## src/verilog/smie_defines.svh

```systemverilog
// register offsets, field positions and reset values of the event block
`ifndef SMIE_DEFINES_SVH
`define SMIE_DEFINES_SVH

`define SMIE_OFF_STS2    8'h13
`define SMIE_OFF_EN2     8'h15
`define SMIE_OFF_MSC     8'h16

`define SMIE_BIT_MOUSE   0
`define SMIE_BIT_KBD     1
`define SMIE_BIT_IR      2
`define SMIE_BIT_BTN     3
`define SMIE_BIT_KBC     4
`define SMIE_BIT_WAKE    6
`define SMIE_BIT_OUT     7
`define SMIE_EN2_WMASK   8'hdf
`define SMIE_EN2_RST     8'h00

`define SMIE_BIT_POR     4
`define SMIE_MSC_RST     8'h00
`define SMIE_NUM_EDGE    4

`endif

```

## src/verilog/smie_pkg.sv

```systemverilog
// shared types of the event block
package smie_pkg;
  typedef logic [7:0]  smie_byte_t;
  typedef logic [15:0] smie_ioaddr_t;
  typedef enum logic [1:0] {
    SMIE_SEL_NONE = 2'b00,
    SMIE_SEL_STS2 = 2'b01,
    SMIE_SEL_EN2  = 2'b10,
    SMIE_SEL_MSC  = 2'b11
  } smie_regsel_e;
endpackage

```

## src/verilog/smie_route_if.sv

```systemverilog
// group interrupt sources and routing results between top and router
`timescale 1ns/100ps
`default_nettype none
interface smie_route_if;
  logic [4:0] srcLevel;
  logic [4:0] srcEnable;
  logic       otherReq;
  logic       wakeEn;
  logic       outEn;
  logic       serSel;
  logic       groupActive;
  logic       pinOe;
  logic       serReq;
  logic       wakeReq;
  modport top (output srcLevel, srcEnable, otherReq, wakeEn, outEn, serSel,
               input groupActive, pinOe, serReq, wakeReq);
  modport route (input srcLevel, srcEnable, otherReq, wakeEn, outEn, serSel,
                 output groupActive, pinOe, serReq, wakeReq);
endinterface
`default_nettype wire

```

## src/verilog/smie_edge_flag.sv

```systemverilog
// synchronised input with edge detect and sticky event flag
`timescale 1ns/100ps
`default_nettype none
module smie_edge_flag (
  input  wire logic sys_clk,
  input  wire logic rst_n,
  input  wire logic pinIn,
  input  wire logic clrReq,
  output logic      level,
  output logic      edgePulse,
  output logic      flag
);
  logic syncA_q, syncB_q, syncC_q;
  logic stable_q, primed_q, flag_q;
  logic [1:0] fill_q;
  logic agree;
  logic filled;
  logic flag_d;

  assign agree     = (syncB_q == syncC_q);
  // prime only once the pin has reached the last stage, so a pin idling
  // high after reset is not taken for an edge
  assign filled    = (fill_q == 2'h3);
  assign edgePulse = agree && primed_q && (syncC_q != stable_q);
  assign flag_d    = edgePulse | (flag_q & ~clrReq); // set wins
  assign level     = stable_q;
  assign flag      = flag_q;

  always_ff @(posedge sys_clk) begin
    if (!rst_n) begin
      syncA_q  <= 1'b0;
      syncB_q  <= 1'b0;
      syncC_q  <= 1'b0;
      stable_q <= 1'b0;
      primed_q <= 1'b0;
      fill_q   <= 2'h0;
      flag_q   <= 1'b0;
    end else begin
      syncA_q  <= pinIn;
      syncB_q  <= syncA_q;
      syncC_q  <= syncB_q;
      stable_q <= agree ? syncC_q : stable_q;
      primed_q <= primed_q | (agree & filled);
      fill_q   <= filled ? fill_q : fill_q + 2'h1;
      flag_q   <= flag_d;
    end
  end

  edge_sets_flag_a: assert property (@(posedge sys_clk)
    disable iff (!rst_n)
    edgePulse |=> flag_q)
    else $error("edge did not set flag");

  edge_both_ways_a: assert property (@(posedge sys_clk)
    disable iff (!rst_n)
    (primed_q && syncB_q == syncC_q && syncC_q != stable_q) |=>
      (stable_q == $past(syncC_q)))
    else $error("agreed change not taken on either edge");
endmodule // smie_edge_flag
`default_nettype wire

```

## src/verilog/smie_smi_route.sv

```systemverilog
// group management interrupt combine and routing
`timescale 1ns/100ps
`default_nettype none
module smie_smi_route (
  smie_route_if.route rt
);
  logic anySrc;

  assign anySrc         = |(rt.srcLevel & rt.srcEnable);
  assign rt.groupActive = anySrc | rt.otherReq;
  assign rt.wakeReq     = rt.wakeEn & rt.groupActive;
  // pin floats unless enabled and the serial frame is not chosen
  assign rt.pinOe       = rt.outEn & ~rt.serSel;
  assign rt.serReq      = rt.outEn & rt.serSel & rt.groupActive;
endmodule // smie_smi_route
`default_nettype wire

```

## src/verilog/smie_top.sv

```systemverilog
// management interrupt enables and dual-edge gpio event status
`timescale 1ns/100ps
`default_nettype none
`include "smie_defines.svh"
module smie_top #(
  parameter int NUM_EDGE = `SMIE_NUM_EDGE
) (
  input  wire logic                 sys_clk,
  input  wire logic                 rst_n,
  input  wire smie_pkg::smie_ioaddr_t powerBlockBase,
  input  wire smie_pkg::smie_ioaddr_t ioAddr,
  input  wire logic                 ioWrStb,
  input  wire logic                 ioRdStb,
  input  wire smie_pkg::smie_byte_t ioWrData,
  output smie_pkg::smie_byte_t      ioRdData,
  input  wire logic                 mouseIrqSrc,
  input  wire logic                 keyboardIrqSrc,
  input  wire logic                 buttonIrqSrc,
  input  wire logic                 kbcPinRoute,
  input  wire logic                 otherSmiReq,
  input  wire logic                 irqMuxSerSel,
  input  wire logic                 infraredRxIn,
  input  wire logic [NUM_EDGE-1:0]  edgeInputIn,
  input  wire logic                 gpioGroupEnOne,
  input  wire logic                 gpioGroupEnTwo,
  input  wire logic [NUM_EDGE-1:0]  dualEdgeSel,
  input  wire logic [NUM_EDGE-1:0]  gpioPolarity,
  input  wire logic [NUM_EDGE-1:0]  gpioDirOut,
  input  wire logic [NUM_EDGE-1:0]  gpioOpenDrain,
  input  wire logic [NUM_EDGE-1:0]  gpioOutVal,
  output logic      [NUM_EDGE-1:0]  gpioPinOut,
  output logic      [NUM_EDGE-1:0]  gpioPinOe,
  output logic      [NUM_EDGE-1:0]  gpioDataBit,
  output logic      [NUM_EDGE-1:0]  dualEdgeIrq,
  output logic                      gpioGroupIrqOne,
  output logic                      gpioGroupIrqTwo,
  input  wire logic                 standbyPorIn,
  input  wire logic                 systemOnNIn,
  output logic                      sciEvent,
  output logic                      groupMgmtIrqN,
  output logic                      groupMgmtIrqOe,
  output logic                      smiSerIrqReq,
  output logic                      smiWakeReq
);
  import smie_pkg::*;

  ////////////////////////////////////////////////////////////////////////////
  // register decode

  smie_byte_t        en2_q;
  smie_byte_t        en2_d;
  smie_byte_t        rdData_q;
  smie_byte_t        rdMux;
  smie_byte_t        mscView;
  smie_byte_t        sts2View;
  smie_regsel_e      regSel;
  smie_ioaddr_t      addrSts2;
  smie_ioaddr_t      addrEn2;
  smie_ioaddr_t      addrMsc;
  logic              wrEn2;
  logic              wrMsc;
  logic              rdSts2;
  logic              btnFlag_q;
  logic              btnFlag_d;
  logic              sci_q;
  logic              irFlag;
  logic              irEdge;
  logic              porFlag;
  logic              porClr;
  logic              sysOnLevel;
  logic              sysOnEdge;
  logic              sysOnFall;
  logic [NUM_EDGE-1:0] edgeLevel;
  logic [NUM_EDGE-1:0] edgePulse;
  logic [NUM_EDGE-1:0] edgeFlag;
  logic [NUM_EDGE-1:0] edgeClr;
  logic [NUM_EDGE-1:0] groupEn;
  logic [NUM_EDGE-1:0] dataBit_q;

  assign addrSts2 = powerBlockBase + {8'h00, `SMIE_OFF_STS2};
  assign addrEn2  = powerBlockBase + {8'h00, `SMIE_OFF_EN2};
  assign addrMsc  = powerBlockBase + {8'h00, `SMIE_OFF_MSC};

  assign regSel = (ioAddr == addrSts2) ? SMIE_SEL_STS2 :
                  (ioAddr == addrEn2)  ? SMIE_SEL_EN2  :
                  (ioAddr == addrMsc)  ? SMIE_SEL_MSC  : SMIE_SEL_NONE;

  assign wrEn2  = ioWrStb && (regSel == SMIE_SEL_EN2);
  assign wrMsc  = ioWrStb && (regSel == SMIE_SEL_MSC);
  assign rdSts2 = ioRdStb && (regSel == SMIE_SEL_STS2);

  ////////////////////////////////////////////////////////////////////////////
  // second enable register

  // reserved bit 5 is not stored
  assign en2_d = wrEn2 ? (ioWrData & `SMIE_EN2_WMASK) : en2_q;

  always_ff @(posedge sys_clk) begin
    if (!rst_n) begin
      en2_q <= `SMIE_EN2_RST;
    end else begin
      en2_q <= en2_d;
    end
  end

  ////////////////////////////////////////////////////////////////////////////
  // event inputs

  genvar gi;
  generate
    for (gi = 0; gi < NUM_EDGE; gi++) begin : gEdge
      assign edgeClr[gi] = wrMsc && ioWrData[gi];
      smie_edge_flag uEdge (
        .sys_clk   (sys_clk),
        .rst_n     (rst_n),
        .pinIn     (edgeInputIn[gi]),
        .clrReq    (edgeClr[gi]),
        .level     (edgeLevel[gi]),
        .edgePulse (edgePulse[gi]),
        .flag      (edgeFlag[gi])
      );
      // first half of the pins belong to group one, the rest to group two
      assign groupEn[gi] = (gi < NUM_EDGE / 2) ? gpioGroupEnOne
                                               : gpioGroupEnTwo;
    end
  endgenerate

  // receive line edges, cleared by a read of source status
  smie_edge_flag uIr (
    .sys_clk   (sys_clk),
    .rst_n     (rst_n),
    .pinIn     (infraredRxIn),
    .clrReq    (rdSts2),
    .level     (),
    .edgePulse (irEdge),
    .flag      (irFlag)
  );

  assign porClr = wrMsc && ioWrData[`SMIE_BIT_POR];

  smie_edge_flag uPor (
    .sys_clk   (sys_clk),
    .rst_n     (rst_n),
    .pinIn     (standbyPorIn),
    .clrReq    (porClr),
    .level     (),
    .edgePulse (),
    .flag      (porFlag)
  );

  smie_edge_flag uSysOn (
    .sys_clk   (sys_clk),
    .rst_n     (rst_n),
    .pinIn     (systemOnNIn),
    .clrReq    (1'b0),
    .level     (sysOnLevel),
    .edgePulse (sysOnEdge),
    .flag      ()
  );

  // level still shows the old high value while the edge pulse stands
  assign sysOnFall = sysOnEdge && sysOnLevel;
  assign btnFlag_d = buttonIrqSrc | (btnFlag_q & ~rdSts2); // set wins

  always_ff @(posedge sys_clk) begin
    if (!rst_n) begin
      btnFlag_q <= 1'b0;
      sci_q     <= 1'b0;
    end else begin
      btnFlag_q <= btnFlag_d;
      sci_q     <= sysOnFall && porFlag;
    end
  end

  assign sciEvent = sci_q;

  ////////////////////////////////////////////////////////////////////////////
  // gpio pin function

  // dual-edge mode turns the driver off whatever the pin config says
  assign gpioPinOut  = gpioOutVal;
  assign gpioPinOe   = ~dualEdgeSel & gpioDirOut
                     & (~gpioOpenDrain | ~gpioOutVal);
  assign dualEdgeIrq = edgeFlag & dualEdgeSel & groupEn;
  assign gpioGroupIrqOne = |dualEdgeIrq[NUM_EDGE/2-1:0];
  assign gpioGroupIrqTwo = |dualEdgeIrq[NUM_EDGE-1:NUM_EDGE/2];

  always_ff @(posedge sys_clk) begin
    if (!rst_n) begin
      dataBit_q <= '0;
    end else begin
      dataBit_q <= edgeLevel ^ gpioPolarity;
    end
  end

  assign gpioDataBit = dataBit_q;

  ////////////////////////////////////////////////////////////////////////////
  // group interrupt routing

  smie_route_if rt ();

  assign rt.srcLevel  = {kbcPinRoute, btnFlag_q, irFlag,
                         keyboardIrqSrc, mouseIrqSrc};
  assign rt.srcEnable = en2_q[`SMIE_BIT_KBC:`SMIE_BIT_MOUSE];
  assign rt.otherReq  = otherSmiReq;
  assign rt.wakeEn    = en2_q[`SMIE_BIT_WAKE];
  assign rt.outEn     = en2_q[`SMIE_BIT_OUT];
  assign rt.serSel    = irqMuxSerSel;

  smie_smi_route uRoute (
    .rt (rt.route)
  );

  assign groupMgmtIrqN  = ~rt.groupActive;
  assign groupMgmtIrqOe = rt.pinOe;
  assign smiSerIrqReq   = rt.serReq;
  assign smiWakeReq     = rt.wakeReq;

  ////////////////////////////////////////////////////////////////////////////
  // read path

  assign mscView  = {3'b000, porFlag, edgeFlag};
  assign sts2View = {3'b000, kbcPinRoute, btnFlag_q, irFlag,
                     keyboardIrqSrc, mouseIrqSrc};

  always_comb begin
    unique case (regSel)
      SMIE_SEL_STS2: rdMux = sts2View;
      SMIE_SEL_EN2:  rdMux = en2_q;
      SMIE_SEL_MSC:  rdMux = mscView;
      SMIE_SEL_NONE: rdMux = 8'hff;
    endcase
  end

  always_ff @(posedge sys_clk) begin
    if (!rst_n) begin
      rdData_q <= 8'h00;
    end else if (ioRdStb) begin
      rdData_q <= rdMux;
    end
  end

  assign ioRdData = rdData_q;

  ////////////////////////////////////////////////////////////////////////////
  // checks

  mouse_gate_a: assert property (@(posedge sys_clk)
    disable iff (!rst_n)
    (mouseIrqSrc && en2_q[`SMIE_BIT_MOUSE]) |-> !groupMgmtIrqN)
    else $error("enabled mouse source did not assert group");

  group_idle_a: assert property (@(posedge sys_clk)
    disable iff (!rst_n)
    (en2_q[4:0] == 5'h00 && !otherSmiReq) |-> groupMgmtIrqN)
    else $error("group asserted with all sources disabled");

  kbc_route_a: assert property (@(posedge sys_clk)
    disable iff (!rst_n)
    (kbcPinRoute && en2_q[`SMIE_BIT_KBC]) |-> !groupMgmtIrqN)
    else $error("keyboard pin route did not assert group");

  wake_gate_a: assert property (@(posedge sys_clk)
    disable iff (!rst_n)
    smiWakeReq == (en2_q[`SMIE_BIT_WAKE] && !groupMgmtIrqN))
    else $error("wake request does not follow gate");

  pin_float_a: assert property (@(posedge sys_clk)
    disable iff (!rst_n)
    !en2_q[`SMIE_BIT_OUT] |-> (!groupMgmtIrqOe && !smiSerIrqReq))
    else $error("group output driven while disabled");

  mux_select_a: assert property (@(posedge sys_clk)
    disable iff (!rst_n)
    en2_q[`SMIE_BIT_OUT] |-> (groupMgmtIrqOe == !irqMuxSerSel))
    else $error("pin enable does not follow mux select");

  reset_zero_a: assert property (@(posedge sys_clk)
    !rst_n |=> (en2_q == 8'h00 && mscView == 8'h00))
    else $error("registers not zero after reset");

  wr_one_clr_a: assert property (@(posedge sys_clk)
    disable iff (!rst_n)
    (wrMsc && ioWrData[0] && !edgePulse[0]) |=> !edgeFlag[0])
    else $error("write one did not clear edge flag");

  wr_zero_keep_a: assert property (@(posedge sys_clk)
    disable iff (!rst_n)
    (wrMsc && !ioWrData[`SMIE_BIT_POR] && porFlag) |=> porFlag)
    else $error("write zero cleared power-on flag");

  dual_irq_a: assert property (@(posedge sys_clk)
    disable iff (!rst_n)
    dualEdgeIrq == (edgeFlag & dualEdgeSel & groupEn))
    else $error("dual-edge irq without status and enable");

  rsvd_read_a: assert property (@(posedge sys_clk)
    disable iff (!rst_n)
    (ioRdStb && regSel == SMIE_SEL_MSC) |=> ioRdData[7:5] == 3'b000)
    else $error("reserved status bits read nonzero");

  sci_event_a: assert property (@(posedge sys_clk)
    disable iff (!rst_n)
    (sysOnFall && porFlag) |=> sciEvent ##1 !sciEvent)
    else $error("switch-on after standby reset gave no event");

  ir_read_clr_a: assert property (@(posedge sys_clk)
    disable iff (!rst_n)
    (rdSts2 && !irEdge) |=> !irFlag)
    else $error("status read did not clear infrared flag");
endmodule // smie_top
`default_nettype wire

```

## config.mk

```make
export PLATFORM = sky130hd
export DESIGN_NAME = smie_top
export DESIGN_NICKNAME = d
export VERILOG_FILES = /design/src/verilog/smie_pkg.sv /design/src/verilog/smie_route_if.sv /design/src/verilog/smie_edge_flag.sv /design/src/verilog/smie_smi_route.sv /design/src/verilog/smie_top.sv
export VERILOG_INCLUDE_DIRS = /design/src /design/src/verilog
export SDC_FILE = /design/constraint.sdc
export NUM_CORES = 1
export LEC_CHECK = 0
export ABC_AREA = 1
export BUFFER_PORTS_ARGS = -buffer_cell sky130_fd_sc_hd__buf_2
export CAP_MARGIN = 20
export CORE_ASPECT_RATIO = 1.2
export CORE_MARGIN = 2
export CORE_UTILIZATION = 30
export CTS_BUF_LIST = sky130_fd_sc_hd__clkbuf_16
export DETAILED_ROUTE_END_ITERATION = 8
export PLACE_DENSITY_LB_ADDON = 0.2
export SYNTH_ARGS = -nofsm -noshare
export SYNTH_HDL_FRONTEND = slang
export SYNTH_SLANG_ARGS = --single-unit
export TNS_END_PERCENT = 30
```

## constraint.sdc

```tcl
create_clock -name sys_clk -period 2 [get_ports sys_clk]
set_input_delay 0.1 -clock sys_clk [delete_from_list [all_inputs] [get_ports sys_clk]]
set_output_delay 0.1 -clock sys_clk [all_outputs]
set_load 0.005 [all_outputs]
```

# After elaboration in Yosys (flattened, before gate mapping)
# Index checks and enable logic that the tools add are counted.
# word_totals
reg_bits	76
in_bits	79
word_cells	173
# classes
addsub	10
eq_ne	27
n_mux	4
n_bitwise	51
n_reduce_logical	28
# op_table
op	n
adder 16 x 5 -> 16 bit, second input constant	3
== test 16 bit	3
one-hot mux 8 bit (4 select lines)	1
logical AND 1 bit	24
AND 1 bit	18
== test 2 bit, second input constant	9
AND 4 bit	4
OR 1 bit	15
adder 2 x 1 -> 2 bit, second input constant	7
inverter 4 bit	3
inverter 1 bit	8
== test 1 bit	7
inequality test 1 bit	7
two-way mux 2 bit	3
AND 5 bit	1
OR reduction 5 bit	1
OR 4 bit	1
OR reduction 2 bit	2
bitwise XOR 4 bit	1
== test 2 x 1 -> 1 bit, second input constant	1
logical NOT 2 bit	1

# Depth between registers and ports, before layout
# Gate-level depths: netlist of run 1.
# logic_depth
depth_word	11
ltp_mapped	18
ltp_nobuf	18

# Hierarchy
# A second synthesis of run 1 with hierarchy kept.
# unflattened
hier_cells	784
hier_area_um2	4916.0
# modules_own_cells
mod	instances	cells_each	area_each_um2	seq_area_each_um2
smie_top	1	493	2662.6	420.4
smie_edge_flag	7	39	311.5	160.2
smie_smi_route	1	18	72.6	0.0

# Worst setup path before layout of run 1
# No wires, ideal clock.
# synth_path
path_type	input-to-reg
startpoint	input powerBlockBase[0]
endpoint	register rdData_q[2], in the netlist ioRdData[2]
t_arrival_ns	1.563
slack_ns	0.309
path_stages	16
path_buffers	1
cell_sequence	ha_1 -> o21ai_1 -> nand2_1 -> nand2_1 -> inv_2 -> nand2_1 -> nand2_1 -> nand2_1 -> nand2_1 -> nor2_4 -> nand3_2 -> buf_6 -> nor2_2 -> nor2_1 -> nor2_1 -> nor2_1
# synth_via
elab_chain_len	7
elab_cells_between_ends	14
cone_classes	add/sub (3); eq/ne (6); mux (4); reduce/logical (1)
# synth_rtl
element	line	text
from (decl)	smie_top.sv:10	input wire smie_pkg::smie_ioaddr_t powerBlockBase,
adder 16 x 5 -> 16 bit	smie_top.sv:82	assign addrMsc = powerBlockBase + {8'h00, `SMIE_OFF_MSC};
== test 16 bit	smie_top.sv:86	(ioAddr == addrMsc) ? SMIE_SEL_MSC : SMIE_SEL_NONE;
two-way mux 2 bit	smie_top.sv:86	
two-way mux 2 bit	smie_top.sv:85	(ioAddr == addrEn2) ? SMIE_SEL_EN2 :
two-way mux 2 bit *	smie_top.sv:84	assign regSel = (ioAddr == addrSts2) ? SMIE_SEL_STS2 :
== test 2 bit, or another cell as far along	smie_top.sv:228	unique case (regSel)
one-hot mux 8 bit (4 select lines) *	smie_top.sv:228	
to (signal assigned)	smie_top.sv:240	rdData_q <= rdMux;
to (decl)	smie_top.sv:52	smie_byte_t rdData_q;
# Mark *: on every way between the ends. The rest lies on a longest branch, timed or not.
# A chain may end at the register's enable or synchronous reset.

# Final worst setup path of run 1
# layout_path
startpoint	input powerBlockBase[1]
endpoint	register gEdge[2].uEdge.flag_q
# layout_via
elab_chain_len	11
elab_cells_between_ends	15
cone_classes	add/sub (3); eq/ne (4); mux (3); bitwise (3); reduce/logical (2)
# layout_rtl
element	line	text
adder 16 x 5 -> 16 bit	smie_top.sv:82	
== test 16 bit	smie_top.sv:86	
two-way mux 2 bit	smie_top.sv:86	
two-way mux 2 bit	smie_top.sv:85	
two-way mux 2 bit *	smie_top.sv:84	
== test 2 bit *	smie_top.sv:89	assign wrMsc = ioWrStb && (regSel == SMIE_SEL_MSC);
logical AND 1 bit *	smie_top.sv:89	
logical AND 1 bit *	smie_top.sv:112	assign edgeClr[gi] = wrMsc && ioWrData[gi];
inverter 1 bit *	smie_edge_flag.sv:25	assign flag_d = edgePulse | (flag_q & ~clrReq);
AND 1 bit *	smie_edge_flag.sv:25	
OR 1 bit *	smie_edge_flag.sv:25	
to (signal assigned)	smie_edge_flag.sv:45	flag_q <= flag_d;
to (decl)	smie_edge_flag.sv:14	logic stable_q, primed_q, flag_q;
# Marks and branches as above.

==> results.py, run 1 <==
metrics = {
    "global_route": {
        "grt_pass1_wl_um": 20900,
        "track_usage_pct": 15.6,
        "grt_pass1_vias": 4438,
        "antenna_found_initial": 0,
        "grt_max_degree": 41,
        "grt-ovfl-total": 0,
    },
    "yosys": {
        "ys_seq_area_share_pct": 32.5,
        "synth_area_leader_cell": "dfxtp_1",
        "post-synth-top-area-fraction_pct": 32.5,
        "yosys-top-cells-area": "dfxtp_1 (32%), nand2_1 (16%), inv_1 (7.9%), nor2_1 (7.5%), nand3_1 (6.2%)",
        "synth-async-reset-ratio_pct": 0,
        "ys_ff_latch": 76,
        "synth_nets": 828,
        "synthCells": 736,
        "netlist_area_um2": 4680,
        "synth_edf_count": 0,
        "yosys_most_used_dff": "dfxtp_1",
        "postSynthAreaPerCell_um2": 6.36,
        "ys_types": 31,
        "synth-warning-count": 0,
    },
    "drt": {
        "vias": 4753,
        "ant_nets": 0,
        "vias_per_cell": 4.35,
        "drt_iter0_drc": 214,
        "drtPass1Iterations": 4,
        "totalWireLength_um": 12700,
        "wl_per_cell_um": 11.6,
        "drcViolationCount": 0,
    },
    "timing": {
        "setup_viol": 0,
        "skew_ps": 6.34,
        "drv_slew": 0,
        "relSlewSlack_pct": 54.8,
        "hold_viol": 0,
        "hold_ws_ps": 11.0,
        "tns_ps": 0,
        "worst_pin_slew_ps": 677,
        "fin_crit_sh_pct": 87.8,
        "post-route-min-period_ps": 1760,
        "max_freq_ghz": 0.570,
        "fin_ws_ps": 244,
    },
    "critical_path": {
        "max_stage_delay_ps": 230,
        "critical_path_class": "in -> reg",
        "cp_max_fo": 7,
        "cp_cell_sequence": "buf_2 -> inv_1 -> buf_4 -> ha_1 -> o21ai_2 -> nand2_1 -> nor2_1 -> o21ai_1 -> nor2_1 -> nand2_1 -> nor2_2 -> nand2_4 -> nor2_4 -> nand2_1 -> nand2_1 -> a21oi_1",
        "r2r_start": "gEdge[2].uEdge.fill_q[0]",
        "critPathTopFamily": "simple AND/OR/NAND/NOR gates",
        "cpMostUsedCell": "nand2_1",
        "required_ps": 2180,
        "ff2ff_path_depth": 3,
        "cp-start-kind": "input port",
        "critical_path_arrival_ps": 1940,
        "cp_slowest_cell": "ha_1",
        "crit_buf_inv": 3,
        "r2r_slack_ps": 1040,
        "r2r-end": "gEdge[2].uEdge.fill_q[0]",
        "cp-end-kind": "flop",
    },
    "layout": {
        "num_antenna_cells": 0,
        "fillCellCount": 1704,
        "fin_nets": 972,
        "fin_area_um2": 6070,
        "final_common_cell": "nand2_1",
        "final_cells": 1093,
        "fin_util_pct": 39.3,
        "most-common-layout-cells": "nand2_1 (205), buf_2 (108), inv_1 (99), nor2_1 (94), dfxtp_1 (76)",
        "area_delta_synth_final_pct": 29.6,
        "drive_above_1_share_pct": 21.7,
    },
    "die": {
        "start_util_pct": 30.3,
        "num_io_pins": 110,
        "die_h_um": 141,
        "rows": 50,
        "core_um2": 15500,
        "dieArea_um2": 16600,
        "die-width_um": 118,
    },
    "place": {
        "gp_congestion": 0.874,
        "place_inst": 1066,
        "placed_cell_area_um2": 5630,
        "place_hpwl_um": 10200,
        "dp_slack_ps": -151,
        "portBuffers": 108,
    },
    "clock_tree": {
        "clk_pin_slew_ps": 60,
        "cts_made_buffers": 9,
        "ctsHtreeMaxLevel": 3,
        "cts_tree": "done",
        "clock_tree.root_cell": "clkbuf_16",
        "clk_latency_ps": 330,
        "max-clock-path-buffers": 2,
        "cts_sinks": 76,
    },
    "worst_hold_path": {
        "min_to": "gpioDataBit[3]",
        "hold_class": "in -> reg",
        "hp-start": "gpioPolarity[3]",
        "holdPathStages": 3,
    },
    "power": {
        "fin_total_pwr_mw": 4.25,
        "vdd_drop_max_mv": 0.483,
        "power_density_nw_per_um2": 701,
        "p_leak_nw": 3.15,
    },
    "flow_run": {
        "drv_cap": 0,
    },
    "outcome": {
        "status": "complete, no violations",
    },
}
==> report_power, final <==
part           internal (mW)  switching [mW]  total (mW)  leakage (nW)
clock                   1.07           0.605        1.68         0.149
sequential              1.65          0.0709        1.72         0.624
combinational          0.360           0.491       0.850          2.37
total                   3.08            1.17        4.25          3.15
==> worst max path at each step <==
stage	slack (ps)	startpoint	cells after the start	endpoint
floorplan	310	powerBlockBase[0]	16	ioRdData[2]
global placement	-160	powerBlockBase[1]	17	en2_q[6]
detailed placement	-150	powerBlockBase[1]	17	en2_q[6]
CTS	210	powerBlockBase[1]	17	en2_q[7]
global route	-3	powerBlockBase[1]	16	uPor.flag
finish	240	powerBlockBase[1]	16	gEdge[2].uEdge.flag
==> routing by layer <==
layer,GRT usage [%],routed length (um),vias to the layer above
met3,2.43,472,19
met5,0,0,-
met2,28.6,6360,93
met4,5.96,309,0
met1,18.2,5560,2054
li1,-,-,2587
==> tightest hold or removal path, delay by kind of cell <==
kind          cells  cell delay (ps)
xor+xnor          1               50
simple gates      1               70
buf+inv           1               80
==> cell type report <==
type	instances	area [um2]	share of cell area [%]
inverter	113	427	7.03
multi-input combinational	531	2670	43.9
tap	208	260	4.29
timing repair buffer	149	886	14.6
clock buffer	9	225	3.71
sequential	76	1520	25.1
clock inverter	7	82.6	1.36
==> synth_stat cells, types with 2 or more instances <==
master	n
xor2_1	18
a21oi_1	32
ha_1	13
o21ai_2	2
nand2_1	205
nand2_2	6
nand4_1	15
xnor2_1	16
nand3b_1	3
buf_4	6
nand3_2	2
o21ai_0	23
o21ai_1	7
nand3_1	58
nor2_1	94
nor2_2	9
nor2_4	7
nor3_1	16
inv_2	13
inv_1	98
clkbuf_1	8
dfxtp_1	76
==> state kept, by name, summed over array words and instances, names as in the netlist, 4 cells and up <==
name,flops
gEdge.uEdge.fill_q,8
gEdge.uEdge.syncA_q,4
gEdge.uEdge.level,4
gEdge.uEdge.syncC_q,4
gEdge.uEdge.flag,4
en2_q,7
gpioDataBit,4
gEdge.uEdge.syncB_q,4
ioRdData,8
gEdge.uEdge.primed_q,4
==> cell families (layout without fill, tap and decap cells) <==
kind of cell | count (synthesis) | in the layout | share of synthesized area, %
AOI/OAI and AO/OA | 68 | 68 | 7.69
xor gates and xnor gates | 34 | 34 | 6.36
adders and majority gates | 13 | 13 | 3.47
buffers and inverters | 129 | 278 | 11.1
DFF | 76 | 76 | 32.5
and+or+nand+nor | 416 | 416 | 38.9
==> what timing repair did <==
action,in CTS,in global routing
gates resized for setup,0,4
endpoints found under the hold margin,10,0
setup endpoints to repair,0,17
buffers inserted,0,1
hold buffers,10,0
Note: power is estimated with default switching activity, not from simulation.
==> run 2, diff against run 1 <==
--- a/config.mk
+++ b/config.mk
@@ -10,7 +10,6 @@
 export BUFFER_PORTS_ARGS = -buffer_cell sky130_fd_sc_hd__buf_2
 export CAP_MARGIN = 20
 export CORE_ASPECT_RATIO = 1.2
-export CORE_MARGIN = 2
 export CORE_UTILIZATION = 30
 export CTS_BUF_LIST = sky130_fd_sc_hd__clkbuf_16
 export DETAILED_ROUTE_END_ITERATION = 8
@@ -18,4 +17,4 @@
 export SYNTH_ARGS = -nofsm -noshare
 export SYNTH_HDL_FRONTEND = slang
 export SYNTH_SLANG_ARGS = --single-unit
-export TNS_END_PERCENT = 30
+export TNS_END_PERCENT = 50
==> run 2 against run 1 <==
  * Critical path depth stayed put
  * Critical path type unchanged
  * Combinational power increased by 0.5%
  * Die area down 3.1%
  * Cell count grew 0.18%
  * Largest cell class unchanged
  * Routed wire length decreased by 1.1%
  * Maximum frequency grew 2.5%
  * First-iteration DRC count decreased by 22%
==> results.py, run 2 (synthesis gave the netlist of run 1 again) <==
metrics = {
    "clock_tree": {
        "cts_tree": "done",
        "ctsHtreeMaxLevel": 3,
        "max-clock-path-buffers": 2,
        "cts_made_buffers": 9,
        "cts_sinks": 76,
        "clk_latency_ps": 340,
        "clock_tree.root_cell": "clkbuf_16",
        "postCtsSetupBuffers": 0,
        "clk_pin_slew_ps": 60,
    },
    "timing": {
        "grt_setup_unrepaired": "false",
        "relSlewSlack_pct": 54.1,
        "max_freq_ghz": 0.584,
        "tns_ps": 0,
        "drv_slew": 0,
        "hold_viol": 0,
        "worst_pin_slew_ps": 687,
        "post-route-min-period_ps": 1710,
        "fin_ws_ps": 286,
        "setup_viol": 0,
        "skew_ps": 5.17,
        "fin_crit_sh_pct": 85.7,
    },
    "layout": {
        "fin_util_pct": 40.6,
        "drive_above_1_share_pct": 22.4,
        "final_common_cell": "nand2_1",
        "fin_nets": 978,
        "area_delta_synth_final_pct": 31.2,
        "num_antenna_cells": 0,
        "most-common-layout-cells": "nand2_1 (204), buf_2 (108), inv_1 (101), nor2_1 (93), dfxtp_1 (76)",
    },
    "critical_path": {
        "r2r_slack_ps": 1030,
        "r2r-end": "ioRdData[1]",
        "cp-end-kind": "flop",
        "ff2ff_path_depth": 7,
        "endpoint": "en2_q[0]",
        "cp_max_fo": 7,
        "critical_path_arrival_ps": 1940,
        "required_ps": 2220,
        "critical_path_class": "in -> reg",
        "cp-start-kind": "input port",
        "r2r_start": "gEdge[1].uEdge.flag",
        "startpoint": "powerBlockBase[1]",
    },
    "global_route": {
        "grt_pass1_vias": 4436,
        "grt_pass1_wl_um": 20700,
        "track_usage_pct": 16.5,
        "grt-ovfl-total": 0,
        "grt_max_degree": 41,
        "antenna_found_initial": 1,
    },
    "die": {
        "num_io_pins": 110,
        "rows": 49,
        "die_h_um": 139,
        "dieArea_um2": 16100,
        "core_um2": 15100,
        "die-width_um": 116,
        "start_util_pct": 30.9,
    },
    "power": {
        "seq_power_share_pct": 39.2,
        "vdd_drop_max_mv": 0.442,
        "power_density_nw_per_um2": 714,
        "pwr-share-clk_pct": 41.3,
        "switchingPower_mw": 1.17,
        "switching_share_pct": 26.6,
        "fin_total_pwr_mw": 4.39,
        "internal_power_mw": 3.22,
        "p_leak_nw": 3.20,
        "p_comb_share_pct": 19.5,
    },
    "place": {
        "place_hpwl_um": 10000,
        "gp_congestion": 0.873,
        "dp_slack_ps": -80.5,
        "portBuffers": 108,
    },
    "flow_run": {
        "drv_cap": 0,
    },
    "outcome": {
        "status": "complete, no violations",
    },
    "drt": {
        "wl_per_cell_um": 11.5,
        "drt_iter0_drc": 166,
        "drcViolationCount": 0,
        "drtPass1Iterations": 5,
        "totalWireLength_um": 12600,
        "ant_nets": 0,
        "vias_per_cell": 4.36,
        "vias": 4772,
    },
    "worst_hold_path": {
        "hold_class": "in -> reg",
    },
}
run 2: layout make-up:
type | count | area [um2]
fill | 1631 | 9000
multi-input combinational | 531 | 2670
inverter | 113 | 427
tap | 204 | 255
timing repair buffer | 155 | 933
sequential | 76 | 1520
clock buffer | 9 | 225
clock inverter | 7 | 109
run 2: routing by layer:
metal	track usage (%)	up-vias	share of wire (%)	routed length, um
met2	29.6	100	50	6230
li1	-	2592	-	-
met4	6.07	0	2.4	299
met5	0	-	0	0
met1	19.3	2061	44	5480
met3	2.84	19	4.4	557
run 2: what timing repair did:
action	CTS	global route
hold buffers	11	0
setup endpoints to repair	0	13
endpoints found under the hold margin	11	0
resized for setup	0	6
run 2: metrics by stage:
stage | cells | area (um2) | hold slack [ps]
global placement | 1068 | 5670 | 280
CTS | 1095 | 6110 | 3.46
global route | 1095 | 6140 | 15.4
detailed placement | 1068 | 5670 | 284
finish | 1095 | 6140 | 15.3
floorplan | 736 | 4680 | 198
run 2: critical path, stage by stage:
cell     delay (ps)
buf_2           120
buf_4           140
ha_1            190
nand2_1         100
nor2_1           70
nor2_1          140
nor2_1           60
nor2_1          110
nand2_1          80
nor2_1           90
nand2_1          80
nor2_4          120
nand3_4         120
buf_4           190
nor3_1          150
nor2_1           70
run 2: how the worst min path moves through the flow:
stage                     cells after the start                endpoint             from  slack (ps)
after CTS                                     3                en2_q[2]      ioWrData[2]           3
after floorplan                               2  gEdge[0].uEdge.syncA_q   edgeInputIn[0]         200
final                                         3          gpioDataBit[3]  gpioPolarity[3]          20
after global placement                        3  gEdge[1].uEdge.syncA_q   edgeInputIn[1]         280
after detailed placement                      3          uSysOn.syncA_q      systemOnNIn         280
after global routing                          3                en2_q[2]      ioWrData[2]          20
run 2: power groups by stage:
stage	logic (mW)	clock network (mW)	registers, mW
5_1_grt	0.988	1.93	1.74
6_report	0.854	1.81	1.72
3_3_place_gp	0.833	0	1.75
2_1_floorplan	0.533	0	1.74
3_5_place_dp	0.837	0	1.75
4_1_cts	0.861	1.86	1.72
